==> src/logic/uawk_pkg.sv <==
// constants and carrier types for the port address-detect and wake block
// assumes an APB master on the system clock and a receiver on the same clock
package uawk_pkg;
    localparam logic [7:0] OFS_CTRL   = 8'h00;
    localparam logic [7:0] OFS_IRQEN  = 8'h04;
    localparam logic [7:0] OFS_STATUS = 8'h08;
    localparam logic [7:0] OFS_DATA   = 8'h0C;
    localparam logic [7:0] OFS_ISTAT  = 8'h10;
    localparam logic [7:0] OFS_IMASK  = 8'h14;
    // port_ctrl2_reg bit positions
    localparam int C_PORT_EN  = 0;
    localparam int C_RECV_EN  = 1;
    localparam int C_RXIRQ_EN = 2;
    localparam int C_WAKE_EN  = 3;
    localparam int C_ADDR_EN  = 4;
    localparam int C_NINE     = 5;
    localparam int C_PARITY   = 6;
    localparam int C_TXE_EN   = 7;
    localparam int C_TXI_EN   = 8;
    localparam int CTRL_W     = 9;
    localparam logic [CTRL_W-1:0] CTRL_RST = 9'h000;
    // cpu interrupt enables
    localparam int E_PORT = 0;
    localparam int E_MF   = 1;
    localparam int E_GLB  = 2;
    localparam logic [2:0] IRQEN_RST = 3'h0;
    // port_status_reg bit positions
    localparam int S_AVAIL = 0;
    localparam int S_OVR   = 1;
    localparam int S_TXE   = 2;
    localparam int S_TXI   = 3;
    // sticky interrupt status bits
    localparam int I_RX   = 0;
    localparam int I_OVR  = 1;
    localparam int I_TXE  = 2;
    localparam int I_TXI  = 3;
    localparam int I_WAKE = 4;
    localparam int IRQ_W  = 5;
    localparam logic [IRQ_W-1:0] IRQ_RST = 5'h00;
    localparam logic [IRQ_W-1:0] IMASK_RST = 5'h00;
    // settling time after the port clock restarts
    localparam int CLK_MHZ    = 10;
    localparam int SETTLE_NS  = 2000;
    localparam int SETTLE_CYC = (SETTLE_NS * CLK_MHZ + 999) / 1000;
    localparam int CNT_W      = 12;
    localparam logic [CNT_W-1:0] CNT_RST = 12'h000;
    typedef struct packed {
        logic       valid;
        logic [8:0] data;
    } uawk_rxword_s;
    typedef struct packed {
        logic empty;
        logic idle;
    } uawk_txstat_s;
    typedef enum logic [1:0] {WK_RUN, WK_ASLEEP, WK_SETTLE} uawk_wake_e;
endpackage

==> src/logic/uawk_top.sv <==
// port interrupt qualification, address detect and receive-pin wake-up
// assumes CLK_I runs while the port clock is gated; receiver on same clock
`timescale 1ns/100ps
module uawk_top (
    input  wire logic                  CLK_I,
    input  wire logic                  RESET_I,
    input  wire logic                  CE_I,
    input  wire logic                  PSEL_I,
    input  wire logic                  PENABLE_I,
    input  wire logic                  PWRITE_I,
    input  wire logic [7:0]            PADDR_I,
    input  wire logic [31:0]           PWDATA_I,
    output logic      [31:0]           PRDATA_O,
    output logic                       PREADY_O,
    output logic                       PSLVERR_O,
    input  wire logic                  PORT_CLK_ON_I,
    input  wire logic                  RX_PIN_I,
    input  wire uawk_pkg::uawk_rxword_s RX_WORD_I,
    input  wire uawk_pkg::uawk_txstat_s TX_STAT_I,
    output logic                       TX_PAUSE_O,
    output logic                       RX_PAUSE_O,
    output logic                       WAKE_O,
    output logic                       IRQ_O
);
    import uawk_pkg::*;

    // address flag is the last data bit of the selected word length
    function automatic logic top_bit(input logic [8:0] w,
                                     input logic nine);
        top_bit = nine ? w[8] : w[7];
    endfunction

    // registers sit in the low bits; upper read bits stay zero
    function automatic logic [31:0] pad(input logic [8:0] v);
        pad = {23'h000000, v};
    endfunction

    // register state
    logic [CTRL_W-1:0] ctrl;
    logic [2:0]        irqen;
    logic [8:0]        rx_data;
    logic              avail;
    logic              ovr;
    logic              stat_armed;
    logic [IRQ_W-1:0]  istat;
    logic [IRQ_W-1:0]  imask;
    logic [31:0]       prdata;
    logic              pready;
    logic              pslverr;
    logic              irq;
    logic              txe_q;
    logic              txi_q;

    logic [CTRL_W-1:0] next_ctrl;
    logic [2:0]        next_irqen;
    logic [8:0]        next_rx_data;
    logic              next_avail;
    logic              next_ovr;
    logic              next_stat_armed;
    logic [IRQ_W-1:0]  next_istat;
    logic [IRQ_W-1:0]  next_imask;
    logic [31:0]       next_prdata;
    logic              next_pready;
    logic              next_pslverr;
    logic              next_irq;

    // wake state
    logic              rx_s1;
    logic              rx_s2;
    logic              rx_s3;
    uawk_wake_e        wk;
    logic              wake_hit;
    logic [CNT_W-1:0]  settle;
    logic              wake_o;
    logic              pause;
    logic              wake_evt;

    uawk_wake_e        next_wk;
    logic              next_wake_hit;
    logic [CNT_W-1:0]  next_settle;
    logic              next_wake_o;
    logic              next_pause;
    logic              next_wake_evt;

    // decode
    logic              setup;
    logic              done;
    logic              mapped;
    logic              wr;
    logic              rd;
    logic              accept;
    logic              fall;
    logic              wake_ok;
    logic [31:0]       rmux;
    logic [IRQ_W-1:0]  evt;

    always_comb begin
        setup  = PSEL_I & ~PENABLE_I;
        done   = PSEL_I & PENABLE_I & pready;
        mapped = (PADDR_I == OFS_CTRL)   | (PADDR_I == OFS_IRQEN) |
                 (PADDR_I == OFS_STATUS) | (PADDR_I == OFS_DATA)  |
                 (PADDR_I == OFS_ISTAT)  | (PADDR_I == OFS_IMASK);
        wr     = done & PWRITE_I & mapped;
        rd     = done & ~PWRITE_I & mapped;
        case (PADDR_I)
            OFS_CTRL:   rmux = pad(ctrl);
            OFS_IRQEN:  rmux = pad({6'h00, irqen});
            OFS_STATUS: rmux = pad({5'h00, TX_STAT_I.idle,
                                    TX_STAT_I.empty, ovr, avail});
            OFS_DATA:   rmux = pad(rx_data);
            OFS_ISTAT:  rmux = pad({4'h0, istat});
            OFS_IMASK:  rmux = pad({4'h0, imask});
            default:    rmux = 32'h00000000;
        endcase
        // words are dropped while the port is paused or settling
        accept = RX_WORD_I.valid & ctrl[C_PORT_EN] & ctrl[C_RECV_EN] &
                 PORT_CLK_ON_I & (wk == WK_RUN);
        evt = '0;
        evt[I_RX] = accept & ctrl[C_RXIRQ_EN] &
                    (~ctrl[C_ADDR_EN] |
                     top_bit(RX_WORD_I.data, ctrl[C_NINE]));
        evt[I_OVR] = accept & avail & ctrl[C_RXIRQ_EN];
        // transmitter events fire on the rising level, not while it stands
        evt[I_TXE] = TX_STAT_I.empty & ~txe_q & ctrl[C_TXE_EN];
        evt[I_TXI] = TX_STAT_I.idle & ~txi_q & ctrl[C_TXI_EN];
        evt[I_WAKE] = wake_evt;
    end

    // register file and interrupt gating
    always_comb begin
        next_ctrl       = ctrl;
        next_irqen      = irqen;
        next_imask      = imask;
        next_rx_data    = rx_data;
        next_avail      = avail;
        next_ovr        = ovr;
        next_stat_armed = stat_armed;
        next_istat      = istat;
        // ready answers in the first access cycle, never a wait state
        next_pready     = setup;
        next_pslverr    = setup & ~mapped;
        next_prdata     = setup ? rmux : prdata;
        if (wr && PADDR_I == OFS_CTRL) begin
            next_ctrl = PWDATA_I[CTRL_W-1:0];
        end
        if (wr && PADDR_I == OFS_IRQEN) begin
            next_irqen = PWDATA_I[2:0];
        end
        if (wr && PADDR_I == OFS_IMASK) begin
            next_imask = PWDATA_I[IRQ_W-1:0];
        end
        if (wr && PADDR_I == OFS_ISTAT) begin
            next_istat = istat & ~PWDATA_I[IRQ_W-1:0];
        end
        // status flags ignore writes; a data read clears avail, a status read then a data read clears ovr
        if (rd && PADDR_I == OFS_STATUS) begin
            next_stat_armed = 1'b1;
        end
        if (rd && PADDR_I == OFS_DATA) begin
            next_avail = 1'b0;
            if (stat_armed) begin
                next_ovr        = 1'b0;
                next_stat_armed = 1'b0;
            end
        end
        // arriving word wins over a clearing read in the same cycle
        if (accept) begin
            if (avail) begin
                next_ovr = 1'b1; // holding word kept, newest lost
            end else begin
                next_rx_data = RX_WORD_I.data;
            end
            next_avail = 1'b1;
        end
        // a new event beats a one written to clear it in the same cycle
        next_istat = next_istat | evt;
        // level request; next values so a write shows in the same cycle as the register
        next_irq = (|(next_istat & next_imask)) & next_irqen[E_PORT] &
                   next_irqen[E_MF] & next_irqen[E_GLB];
    end

    always_ff @(posedge CLK_I) begin
        if (RESET_I) begin
            ctrl       <= CTRL_RST;
            irqen      <= IRQEN_RST;
            imask      <= IMASK_RST;
            rx_data    <= 9'h000;
            avail      <= 1'b0;
            ovr        <= 1'b0;
            stat_armed <= 1'b0;
            istat      <= IRQ_RST;
            prdata     <= 32'h00000000;
            pready     <= 1'b0;
            pslverr    <= 1'b0;
            irq        <= 1'b0;
            txe_q      <= 1'b0;
            txi_q      <= 1'b0;
        end else if (CE_I) begin
            // nothing here reacts to the port clock going off
            ctrl       <= next_ctrl;
            irqen      <= next_irqen;
            imask      <= next_imask;
            rx_data    <= next_rx_data;
            avail      <= next_avail;
            ovr        <= next_ovr;
            stat_armed <= next_stat_armed;
            istat      <= next_istat;
            prdata     <= next_prdata;
            pready     <= next_pready;
            pslverr    <= next_pslverr;
            irq        <= next_irq;
            txe_q      <= TX_STAT_I.empty;
            txi_q      <= TX_STAT_I.idle;
        end
    end

    // wake-up: the pin is sampled on CLK_I, which keeps running while the
    // port clock is gated, so the edge is seen without the port clock
    always_comb begin
        fall    = rx_s3 & ~rx_s2;
        wake_ok = ctrl[C_WAKE_EN] & ctrl[C_PORT_EN] & ctrl[C_RECV_EN] &
                  ctrl[C_RXIRQ_EN];
        next_wk       = wk;
        next_wake_hit = wake_hit;
        next_settle   = settle;
        next_wake_o   = 1'b0;
        next_wake_evt = 1'b0;
        next_pause    = ~PORT_CLK_ON_I;
        case (wk)
            WK_RUN: begin
                if (!PORT_CLK_ON_I) begin
                    next_wk       = WK_ASLEEP;
                    // forget a wake seen in an earlier sleep
                    next_wake_hit = 1'b0;
                end
            end
            WK_ASLEEP: begin
                // keep both directions held until settling is over
                next_pause = 1'b1;
                if (fall && wake_ok && !wake_hit) begin
                    next_wake_o   = 1'b1;
                    next_wake_hit = 1'b1;
                end
                if (PORT_CLK_ON_I) begin
                    next_wk     = WK_SETTLE;
                    // each return restarts the full settling count
                    next_settle = CNT_RST;
                end
            end
            WK_SETTLE: begin
                next_pause = 1'b1;
                if (!PORT_CLK_ON_I) begin
                    next_wk = WK_ASLEEP;
                end else if (settle == CNT_W'(SETTLE_CYC - 1)) begin
                    next_wk       = WK_RUN;
                    next_wake_evt = wake_hit;
                    next_wake_hit = 1'b0;
                end else begin
                    next_settle = settle + 1'b1;
                end
            end
            default: begin
                next_wk = WK_RUN;
            end
        endcase
    end

    always_ff @(posedge CLK_I) begin
        if (RESET_I) begin
            rx_s1    <= 1'b1;
            rx_s2    <= 1'b1;
            rx_s3    <= 1'b1;
            wk       <= WK_RUN;
            wake_hit <= 1'b0;
            settle   <= CNT_RST;
            wake_o   <= 1'b0;
            pause    <= 1'b0;
            wake_evt <= 1'b0;
        end else if (CE_I) begin
            // rx_s1 and rx_s2 synchronise the pin; rx_s3 gives the edge
            rx_s1    <= RX_PIN_I;
            rx_s2    <= rx_s1;
            rx_s3    <= rx_s2;
            wk       <= next_wk;
            wake_hit <= next_wake_hit;
            settle   <= next_settle;
            wake_o   <= next_wake_o;
            pause    <= next_pause;
            wake_evt <= next_wake_evt;
        end
    end

    // every output comes straight from a flip-flop
    assign PRDATA_O   = prdata;
    assign PREADY_O   = pready;
    assign PSLVERR_O  = pslverr;
    assign TX_PAUSE_O = pause;
    assign RX_PAUSE_O = pause;
    assign WAKE_O     = wake_o;
    assign IRQ_O      = irq;
endmodule

==> config.mk <==
export PLATFORM = sky130hd
export DESIGN_NAME = uawk_top
export DESIGN_NICKNAME = d
export VERILOG_FILES = /design/src/logic/uawk_pkg.sv /design/src/logic/uawk_top.sv
export SDC_FILE = /design/constraint.sdc
export NUM_CORES = 1
export LEC_CHECK = 0
export BUFFER_PORTS_ARGS = -buffer_cell sky130_fd_sc_hd__buf_2
export CAP_MARGIN = 5
export CORE_ASPECT_RATIO = 1.75
export CORE_MARGIN = 2
export CORE_UTILIZATION = 52
export DETAILED_ROUTE_END_ITERATION = 7
export PLACE_DENSITY = 0.9
export SYNTH_ARGS = -nofsm -noshare
export SYNTH_HDL_FRONTEND = slang
export SYNTH_SLANG_ARGS = --single-unit
==> constraint.sdc <==
create_clock -name CLK_I -period 2.8 [get_ports CLK_I]
set_input_delay 0.28 -clock CLK_I [delete_from_list [all_inputs] [get_ports CLK_I]]
set_output_delay 0.28 -clock CLK_I [all_outputs]
set_load 0.02 [all_outputs]
### Yosys cells after proc, flatten, opt, wreduce, memory -nomap -nowiden

Cells that the tools add are included.

* register bits: 92
* output and inout port bits: 38
* word-level logic and storage cells: 142

* add/sub/neg operators: 1
* equality and inequality tests: 15
* muxes and demuxes: 34
* bitwise logic cells: 46
* reductions and logical operators: 23

Operator list (number)
* case mux 9 bit (6 select lines): 1
* two-way mux 12 bit: 3
* bitwise AND 1 bit: 27
* case mux 12 bit (2 select lines): 1
* two-way mux 1 bit: 20
* equality test 8 x 4 -> 1 bit (second input constant): 2
* equality test 8 x 5 -> 1 bit (second input constant): 2
* adder 12 x 1 -> 12 bit (second input constant): 1
* equality test 12 x 5 -> 1 bit (second input constant): 1
* inequality test 2 bit (second input constant): 6
* bitwise AND 5 bit: 2
* two-way mux 5 bit: 2
* NOT 1 bit: 9
* equality test 8 x 3 -> 1 bit (second input constant): 1
* logical AND 1 bit: 8
* logical NOT 8 bit: 1
* two-way mux 2 bit: 4
* bitwise OR 1 bit: 6
* case mux 2 bit (3 select lines): 1
* AND reduction 2 bit: 3
* AND reduction 6 bit: 1
* NOT 5 bit: 1
* bitwise OR 5 bit: 1
* AND reduction 5 bit: 1
* other kinds (13): 14

### Logic depth before layout (Yosys ltp)

Gate-level depths: netlist (run 1).

* depth after elaboration: 15
* gate-level depth with buffers: 8
* depth with buffers taken out: 8

### Worst setup path after synthesis (run 1)

No wires, ideal clock.

* kind: input to register
* from: input port PADDR_I[5]
* to: register irq (netlist: IRQ_O)
* library setup time: 74 ps
* arrival time: 2133 ps
* path slack: 593 ps
* stages on the path: 6
* buffers on the path: 0
* path through: or3_4 -> or4_4 -> or3_1 -> or2_0 -> a311o_1 -> a31oi_1

* word-level cells in the longest chain between the ends: 15
* elaborated cells between the ends (all ways): 24
* those cells by class: eq/ne (5); mux (3); bitwise (11); reduce/logical (5)

RTL lines
* from (decl): line uawk_top.sv:11 `input wire logic [7:0] PADDR_I,`
* equality test 8 x 3 -> 1 bit / logical NOT 8 bit (equally long branches): line uawk_top.sv:100, uawk_top.sv:146
* bitwise OR 1 bit (2 in series): line uawk_top.sv:100 `mapped = (PADDR_I == OFS_CTRL) | (PADDR_I == OFS_IRQEN) |`
* bitwise OR 1 bit (2 in series): line uawk_top.sv:101 `(PADDR_I == OFS_STATUS) | (PADDR_I == OFS_DATA) |`
* bitwise OR 1 bit: line uawk_top.sv:102 `(PADDR_I == OFS_ISTAT) | (PADDR_I == OFS_IMASK);`
* bitwise AND 1 bit: line uawk_top.sv:103 `wr = done & PWRITE_I & mapped;`
* logical AND 1 bit: line uawk_top.sv:152 `if (wr && PADDR_I == OFS_ISTAT) begin`
* two-way mux 5 bit: line uawk_top.sv:152
* bitwise OR 5 bit: line uawk_top.sv:176 `next_istat = next_istat | evt;`
* bitwise AND 5 bit: line uawk_top.sv:178 `next_irq = (|(next_istat & next_imask)) & next_irqen[E_PORT] &`
* OR reduction 5 bit: line uawk_top.sv:178
* bitwise AND 1 bit (2 in series): line uawk_top.sv:178
* bitwise AND 1 bit (*): line uawk_top.sv:179 `next_irqen[E_MF] & next_irqen[E_GLB];`
* to (signal assigned): line uawk_top.sv:211 `irq <= next_irq;`
* to (decl): line uawk_top.sv:50 `logic irq;`

Mark *: on every way between the ends. The rest lies on a longest branch, timed or not.
A chain may end at the register's enable or synchronous reset.

### Worst setup path after layout (run 1)

* from: register settle[0]
* to: register wake_hit

* word-level cells in the longest chain between the ends: 3

RTL lines
* from (decl): line uawk_top.sv:73 `logic [CNT_W-1:0] settle;`
* from (signal assigned): line uawk_top.sv:286 `settle <= next_settle;`
* equality test 12 x 5 -> 1 bit: line uawk_top.sv:254 `end else if (settle == CNT_W'(SETTLE_CYC - 1)) begin`
* inequality test 2 bit (no line)
* AND reduction 6 bit (no line)
* to (signal assigned): line uawk_top.sv:285 `wake_hit <= next_wake_hit;`
* to (decl): line uawk_top.sv:72 `logic wake_hit;`

No other way between the ends.

==> results_dict.tcl, run 1 <==
set metrics [dict create \
    grt_setup_unrepaired "no" \
    boundaryPins 98 \
    diodes 0 \
    synth_edf_count 0 \
    rows 39 \
    clk_pin_slew_ps 60 \
    ctsResizeCount 0 \
    synth_seq_area_share 0.392 \
    synthTopCellsByArea "dfxtp_1 39%, mux2i_1 6.5%, nor2_1 6.3%, buf_4 5.1%, nand2_1 5.0%" \
    place_area_um2 3760 \
    cts_hold_repair.buffers 0 \
    routed_wl_mm 8.90 \
    ys_ff_latch 69 \
    stdcell_area_um2 4100 \
    layout.nets 534 \
    antenna_found_initial 0 \
    dieArea_um2 7470 \
    dp_hpwl_mm 6.46 \
    grt_pass1_vias 3144 \
    wire_per_inst_um 16.0 \
    syn_to_final_growth_pct 16.3 \
    relSlewSlack 0.559 \
    end_kind "register" \
    clock_latency_ps 340 \
    die_x_um 66.2 \
    grt-ovfl-total 0 \
    syn_inst 421 \
    synth_ff_type "dfxtp_1" \
    h-tree-depth 3 \
    fin_ws_ps 313 \
    antenna_left 0 \
    total_power_mw 2.47 \
    status "completed" \
    critical_path_class "register to register" \
    grt_pass1_wl_mm 14.2 \
    syn_area_um2 3520 \
    setup_viol 0 \
    drc 0 \
    period_share 0.888 \
    yosysWarnings 0 \
    p_leak_nw 1.57 \
    cp-start-kind "register" \
    netlist-cell-type-count 56 \
    clkSinkCount 69 \
    p_per_area_nw_per_um2 604 \
    finClkSkew_ps 5.82 \
    dp_slack_ps 387 \
    arrival_ps 2740 \
    cts_tree "built" \
    layout_min_cycle_time_ps 2490 \
    wl_met3_um 496 \
    cts-root-buf "clkbuf_16" \
    viasPerCell 5.87 \
    whs_ps 149 \
    drive_gt1_frac 0.178 \
    first_iter_violations 185 \
    start_util 0.539 \
    fin_tns_setup_ps 0 \
    post_cts_buffers 0 \
    synth.avg_cell_area_um2 8.37 \
    async_flop_share 0 \
    clock_path_buffers 2 \
    dr_total_vias 3256 \
    hp-class "primary input to register" \
    coreArea_um2 6540 \
    cp_max_fo 5 \
    slew_viol_final 0 \
    grt_max_degree 42 \
    netlist.top_cell.by_area "dfxtp_1" \
    vdd_drop_max_mv 0.452 \
    wl_met1_mm 3.22 \
    gp_congestion 0.937 \
    dieHeight_um 113 \
    wl_met2_mm 4.66 \
    synth_top_cell_area_share 0.392 \
    tightest_slew_ps 645 \
    finalHoldViolCount 0 \
    fmax_mhz 402 \
    drv_cap 0 \
    io_buffers 51 \
    highest_layer "met4" \
    crit_required_ps 3060 \
    numCtsBuffers 9 \
    drtPass1Iterations 4 \
    grt_usage 0.248 \
]
## layer usage
metal | global-route usage | up-vias
met5 | 0 | -
met4 | 0.204 | 0
met3 | 0.0557 | 37
met2 | 0.417 | 141
met1 | 0.253 | 1527
li1 | - | 1551
## cells in the final DEF (no fill, tap or decap), types with 4 or more instances in the layout
| cell | n |
|---|---|
| o21ai_0 | 12 |
| nand4_1 | 6 |
| clkbuf_16 | 9 |
| buf_2 | 51 |
| ha_1 | 6 |
| nand2_1 | 47 |
| a21oi_1 | 29 |
| nor2_1 | 59 |
| a31oi_1 | 4 |
| buf_4 | 6 |
| nand3_1 | 16 |
| nor3_1 | 15 |
| a22o_1 | 4 |
| o32ai_1 | 4 |
| inv_1 | 10 |
| mux2i_1 | 23 |
| a22oi_1 | 6 |
| dfxtp_1 | 69 |
| mux2_2 | 4 |
| xnor2_1 | 5 |
| conb_1 | 23 |
## area by class of cell
type,instances,area (um2)
Fill cell,557,2440
Multi-Input combinational cell,321,1930
Sequential cell,69,1380
Timing Repair Buffer,57,300
Clock buffer,9,225
Clock inverter,7,114
Tap cell,82,103
Inverter,10,37.5
## final timing paths
path                                          startpoint                       end  slack, ps  cells after the start
worst max-delay path              settle[0]$_SDFFE_PP0P_     wake_hit$_SDFFE_PP0P_        310                      6
worst min-delay path                            RX_PIN_I        rx_s1$_SDFFE_PP1P_        150                      2
worst max register to register    settle[0]$_SDFFE_PP0P_     wake_hit$_SDFFE_PP0P_        310                      6
worst min register to register  PRDATA_O[6]$_SDFFE_PP0P_  PRDATA_O[6]$_SDFFE_PP0P_        450                      2
## where the power goes
group	total (mW)	internal, mW	switching (mW)
combinational	0.180	0.0548	0.126
clock	1.29	0.865	0.423
sequential	1.00	0.994	0.00942
total	2.47	1.91	0.558
## registers in the layout, summed over array words and instances, names as in the netlist, 2 cells and up
register	cells
PRDATA_O	9
ctrl	9
imask	5
irqen	3
istat	5
rx_data	9
settle	12
wk	2
## logic make-up after synthesis
kind of cell,after synthesis,share of synthesized area
mux,30,0.0973
xor+xnor,8,0.0199
flops,69,0.392
fa+ha+maj,6,0.0213
buf+inv,53,0.0821
other cells,1,0.00106
simple gates,174,0.238
compound gates,80,0.148
## worst max-delay path, cell delays in order, from the launching register on
cell       delay (ps)
dfxtp_1           400
ha_1              240
nor4b_1           460
a31oi_1           280
a2111oi_0         670
a21oi_1           140
a211oi_1          220
## Yosys cell counts, types with 4 or more instances
| master | count |
|---|---|
| buf_4 | 24 |
| nand3_1 | 16 |
| o32ai_1 | 4 |
| inv_1 | 10 |
| nand4_1 | 6 |
| nor2_1 | 59 |
| dfxtp_1 | 69 |
| a21oi_1 | 29 |
| mux2i_1 | 23 |
| xnor2_1 | 5 |
| mux2_2 | 4 |
| a31oi_1 | 4 |
| clkbuf_1 | 17 |
| nand2_1 | 47 |
| a22o_1 | 4 |
| o21ai_0 | 12 |
| nor3_1 | 15 |
| ha_1 | 6 |
| a22oi_1 | 6 |
## metrics by stage
step | util | std cells
finish | 0.626 | 555
global route | 0.626 | 555
CTS | 0.626 | 555
detailed placement | 0.574 | 539
global placement | 0.574 | 539
floorplan | - | 443
(Power assumes the default switching activity.)
==> run 2, diff against run 1 <==
--- a/config.mk
+++ b/config.mk
@@ -8,10 +8,11 @@
 export BUFFER_PORTS_ARGS = -buffer_cell sky130_fd_sc_hd__buf_2
 export CAP_MARGIN = 5
 export CORE_ASPECT_RATIO = 1.75
-export CORE_MARGIN = 2
-export CORE_UTILIZATION = 52
+export CORE_UTILIZATION = 54
+export CTS_BUF_LIST = sky130_fd_sc_hd__clkbuf_8
 export DETAILED_ROUTE_END_ITERATION = 7
-export PLACE_DENSITY = 0.9
+export MAX_ROUTING_LAYER = met4
+export PLACE_DENSITY = 0.92
 export SYNTH_ARGS = -nofsm -noshare
 export SYNTH_HDL_FRONTEND = slang
 export SYNTH_SLANG_ARGS = --single-unit
==> run 2 against run 1 <==
Register-to-register slack better by 90 ps. Core utilization is 1.0 points higher. Clock-buffer cell count is 2 higher. Sequential cell count stayed put. First-iteration DRC count is 36% lower. Design area is 3.2% lower. Sequential share of layout area is 1.1 points higher. Final cell count is 0.36% lower. Sequential power hardly changed. Critical path depth stayed put. Setup slack better by 95 ps. Total power is 18% lower.
==> results_dict.tcl, run 2 (synthesized netlist as in run 1, its figures left out) <==
set metrics [dict create \
    total_power_mw 2.02 \
    die_x_um 63.1 \
    dr_total_vias 3190 \
    drtPass1Iterations 5 \
    rr_startpoint "settle[0]$_SDFFE_PP0P_" \
    p_leak_nw 1.50 \
    numCtsBuffers 9 \
    combPwrFrac 0.088 \
    regToRegEndpoint "wake_hit$_SDFFE_PP0P_" \
    largest_register_ff_count 12 \
    cp_num_buf_inv 0 \
    grt_pass1_wl_mm 13.8 \
    slowest_stage "a2111oi_0" \
    rr_worst_depth 6 \
    placed_cells 537 \
    boundaryPins 98 \
    clk_pin_slew_ps 70 \
    nFillCells 540 \
    cpPeakStageDelay_ps 580 \
    cp-start-kind "register" \
    layout_min_cycle_time_ps 2390 \
    use_met3 0.0753 \
    p_per_area_nw_per_um2 510 \
    grt_setup_unrepaired "no" \
    antenna_left 0 \
    vdd_drop_max_mv 0.454 \
    seqPwrFrac 0.496 \
    start_util 0.565 \
    arrival_ps 2660 \
    grt_pass1_vias 3044 \
    met1_usage 0.257 \
    drive_gt1_frac 0.178 \
    drc 0 \
    drv_cap 0 \
    hp-class "primary input to register" \
    endpoint "wake_hit$_SDFFE_PP0P_" \
    coreArea_um2 6230 \
    syn_to_final_growth_pct 12.5 \
    period_share 0.854 \
    antenna_found_initial 0 \
    grt.busiest_layer "met2" \
    swShare 0.254 \
    place_area_um2 3750 \
    layout.nets 534 \
    slew_viol_final 0 \
    clock_latency_ps 350 \
    cp_max_fo 5 \
    reg2reg_setup_slack_ps 410 \
    io_buffers 51 \
    crit_required_ps 3070 \
    end_kind "register" \
    final_cell_count_no_fill 553 \
    grt_max_degree 38 \
    status "completed" \
    min_from "RX_PIN_I" \
    wire_per_inst_um 15.5 \
    stdcell_area_um2 3960 \
    post_cts_buffers 0 \
    intPower_mw 1.51 \
    clock_path_buffers 2 \
    fin_tns_setup_ps 0 \
    layout_commonest_cell "dfxtp_1" \
    tightest_slew_ps 673 \
    pwr-share-clk 0.416 \
    rows 38 \
    dieHeight_um 109 \
    regMostFlops "settle" \
    globalRouteMet2Util 0.472 \
    grt-ovfl-total 0 \
    finalHoldViolCount 0 \
    routed_wl_mm 8.56 \
    dieArea_um2 6860 \
    mostFrequentLayoutCells "69 x dfxtp_1, 59 x nor2_1, 51 x buf_2, 47 x nand2_1, 29 x a21oi_1" \
    worstSetupStartpoint "settle[0]$_SDFFE_PP0P_" \
    viasPerCell 5.77 \
    gp_congestion 0.954 \
    relSlewSlack 0.551 \
    whs_ps 141 \
    first_iter_violations 118 \
    fmax_mhz 418 \
    cts-root-buf "clkbuf_8" \
    setup_viol 0 \
    critical_path_class "register to register" \
    cp.depth 6 \
    cp_top_family "compound AO/OA/AOI/OAI gates" \
    diodes 0 \
    ctsResizeCount 0 \
    grt_usage 0.274 \
    finClkSkew_ps 11.6 \
    cts_hold_repair.buffers 0 \
    cts_tree "built" \
    switching_power_mw 0.513 \
    h-tree-depth 3 \
    clkSinkCount 69 \
    dp_hpwl_mm 6.43 \
    path_cells "ha_1 > nor4b_1 > a31oi_1 > a2111oi_0 > a21oi_1 > a211oi_1" \
]
## run 2: cell types whose count changed in the layout (fill, tap and decap cells not counted)
cell	previous run	this run
clkbuf_8	0	11
clkbuf_16	9	0
bufinv_16	3	1
clkinv_2	3	1
clkinvlp_4	0	2
## run 2: worst reg2reg max path, delay by kind of cell, from the launching register on
family	cells	cell delay, ps
simple gates	1	490
compound gates	4	1190
flops	1	400
fa+ha+maj	1	230
## run 2: area by class of cell
class | count | area, um2 | share of cell area
sequential | 69 | 1380 | 0.348
inverter | 10 | 37.5 | 0.00947
timing repair buffer | 57 | 300 | 0.0758
tap | 80 | 100 | 0.0253
clock inverter | 5 | 58.8 | 0.0148
multi-input combinational | 321 | 1930 | 0.488
clock buffer | 11 | 151 | 0.0382
## run 2: power groups by stage
stage / clock (mW) / combinational (mW) / sequential [mW]
after floorplan: 0 / 0.133 / 1.03
after CTS: 0.855 / 0.176 / 1.00
after global routing: 0.898 / 0.195 / 1.00
after detailed placement: 0 / 0.176 / 1.02
final: 0.839 / 0.178 / 1.00
after global placement: 0 / 0.173 / 1.02
## run 2: layer usage
layer	wire, um	share of wire	vias to the layer above
met5	0	0	-
met3	505	0.059	47
met4	569	0.066	0
met2	4470	0.52	145
li1	-	-	1547
met1	3020	0.35	1451
## run 2: worst min path at each step
stage                                    end  slack (ps)  depth (start not counted)
finish                    rx_s1$_SDFFE_PP1P_         140                          2
global route              rx_s1$_SDFFE_PP1P_         140                          2
CTS                       rx_s1$_SDFFE_PP1P_         130                          2
detailed placement  PRDATA_O[6]$_SDFFE_PP0P_         450                          2
global placement          rx_s2$_SDFFE_PP1P_         440                          1
floorplan                 rx_s1$_SDFFE_PP1P_         400                          1
## run 2: stage by stage
stage | utilization | worst slack (ps)
final | 0.636 | 408
after floorplan | - | 593
after global routing | 0.636 | 122
after CTS | 0.636 | 394
after detailed placement | 0.603 | 372
after global placement | 0.603 | 406
==> run 3, diff against run 2 <==
==> constraint.sdc (replaced) <==
create_clock -name CLK_I -period 2.6 [get_ports CLK_I]
set_input_delay 0.26 -clock CLK_I [delete_from_list [all_inputs] [get_ports CLK_I]]
set_output_delay 0.26 -clock CLK_I [all_outputs]
set_load 0.02 [all_outputs]
==> run 3 against run 2 <==
Non-clock buffer count grew 2. Die area is the same. Combinational power is 9.6% higher. Setup slack got worse by 120 ps. Design area up 0.28%. Critical path type unchanged. Final cell count rose by 0.18%. Register-to-register slack worse by 120 ps. Core utilization up 0.18 points. Worst hold slack got worse by 20 ps. Largest cell class unchanged. First-iteration DRC count grew 110%.
==> results_dict.tcl, run 3 (synthesized netlist as in run 1, its figures left out) <==
set metrics [dict create \
    status "completed" \
    endpoint "settle[11]$_SDFFE_PP0P_" \
    boundaryPins 98 \
    clk_pin_slew_ps 70 \
    grt_max_degree 38 \
    relSlewSlack 0.549 \
    arrival_ps 2550 \
    reg2reg_setup_slack_ps 290 \
    dieArea_um2 6860 \
    wl_met2_mm 4.79 \
    regToRegEndpoint "settle[11]$_SDFFE_PP0P_" \
    cpPeakStageDelay_ps 420 \
    crit_required_ps 2830 \
    setup_viol 0 \
    stdcell_area_um2 3980 \
    antenna_found_initial 0 \
    cts_tree "built" \
    placed_cells 539 \
    vdd_drop_max_mv 0.379 \
    p_leak_nw 1.52 \
    clock_latency_ps 350 \
    utilization 0.638 \
    cts_hold_repair.buffers 0 \
    rows 38 \
    regMostFlops "settle" \
    layout.nets 536 \
    wl_met1_mm 3.19 \
    grt_pass1_wl_mm 14.7 \
    wl_met3_um 452 \
    antenna_left 0 \
    finClkSkew_ps 10.1 \
    dp_hpwl_mm 6.58 \
    die_x_um 63.1 \
    path_cells "ha_1 > o211ai_1 > a41oi_1 > nand4_1 > nor4_2 > xnor2_1 > nor2_1" \
    first_iter_violations 242 \
    critical_path_class "register to register" \
    nFillCells 516 \
    final_cell_count_no_fill 554 \
    place_area_um2 3770 \
    clkSinkCount 69 \
    layout_min_cycle_time_ps 2310 \
    drtPass1Iterations 5 \
    highest_layer "met4" \
    clock_path_buffers 2 \
    whs_path_depth 2 \
    dr_total_vias 3335 \
    grt_setup_unrepaired "no" \
    worstSetupStartpoint "wk[0]$_SDFFE_PP0P_" \
    drc 0 \
    fmax_mhz 432 \
    hp-class "primary input to register" \
    cts-root-buf "clkbuf_8" \
    gp_congestion 0.911 \
    tightest_slew_ps 667 \
    drive_gt1_frac 0.177 \
    rr_startpoint "wk[0]$_SDFFE_PP0P_" \
    largest_register_ff_count 12 \
    syn_to_final_growth_pct 12.9 \
    cp-start-kind "register" \
    dieHeight_um 109 \
    grt-ovfl-total 0 \
    finalHoldViolCount 0 \
    coreArea_um2 6230 \
    fin_tns_setup_ps 0 \
    h-tree-depth 3 \
    numCtsBuffers 9 \
    rr_worst_depth 7 \
    layout_commonest_cell "dfxtp_1" \
    diodes 0 \
    drv_cap 0 \
    end_kind "register" \
    mostFrequentLayoutCells "69 x dfxtp_1, 59 x nor2_1, 51 x buf_2, 47 x nand2_1, 29 x a21oi_1" \
    wire_per_inst_um 16.4 \
    slew_viol_final 0 \
    cp_max_fo 7 \
    p_per_area_nw_per_um2 540 \
    routed_wl_mm 9.06 \
    io_buffers 51 \
    grt_pass1_vias 3238 \
    grt_usage 0.288 \
    viasPerCell 6.02 \
    start_util 0.565 \
    slowest_stage "dfxtp_1" \
    period_share 0.890 \
]
run 3: cell types whose count changed in the layout (fill, tap and decap cells not counted), sizes merged:
cell	previous run	this run
inv	10	13
buf	57	59
clkinv	2	0
clkinvlp	2	0
run 3: worst min-delay path by stage:
stage,from,end,slack (ps)
2_1_floorplan,RX_PIN_I,rx_s1$_SDFFE_PP1P_,380
3_3_place_gp,rx_s1$_SDFFE_PP1P_,rx_s2$_SDFFE_PP1P_,440
3_5_place_dp,PRDATA_O[8]$_SDFFE_PP0P_,PRDATA_O[8]$_SDFFE_PP0P_,450
4_1_cts,RX_PIN_I,rx_s1$_SDFFE_PP1P_,110
5_1_grt,RX_WORD_I[1],rx_data[1]$_SDFFE_PP0P_,140
6_report,RX_PIN_I,rx_s1$_SDFFE_PP1P_,120
run 3: per-stage QoR:
step / setup slack (ps) / power (mW) / hold WS (ps)
after floorplan: 413 / 1.25 / 382
after global placement: 231 / 1.29 / 436
after detailed placement: 218 / 1.29 / 452
final: 285 / 2.15 / 121
after CTS: 191 / 2.14 / 113
after global routing: 57.2 / 2.20 / 142
run 3: repair_timing:
action	CTS	global route
setup buffers	0	0
gates resized for setup	0	3
endpoints found under the setup margin	0	2
run 3: worst max-delay path: cells and delay by family, from the launching register on:
kind	cells	cell delay [ps]
AOI/OAI and AO/OA	2	520
xor gates and xnor gates	1	160
adders and majority gates	1	330
DFF	1	420
and+or+nand+nor	3	760
run 3: final cells by class:
cell class / count / area [um2] / share of cell area
multi-input cells: 321 / 1950 / 0.490
flip-flops and latches: 69 / 1380 / 0.347
repair buffers: 59 / 315 / 0.0793
clock buffers: 11 / 151 / 0.0381
well taps: 80 / 100 / 0.0252
clock inverters: 4 / 41.3 / 0.0104
inverters: 10 / 37.5 / 0.00944
run 3: power breakdown:
| group | switching (mW) | total (mW) | internal, mW |
|---|---|---|---|
| Combinational | 0.135 | 0.195 | 0.0595 |
| Clock | 0.390 | 0.870 | 0.480 |
| Sequential | 0.0107 | 1.08 | 1.07 |
| Total | 0.536 | 2.15 | 1.61 |
run 3: layer usage:
metal  GRT usage  up-vias
met3      0.0502       50
met5           -        -
met4       0.261        0
li1            -     1549
met2       0.501      167
met1       0.265     1569
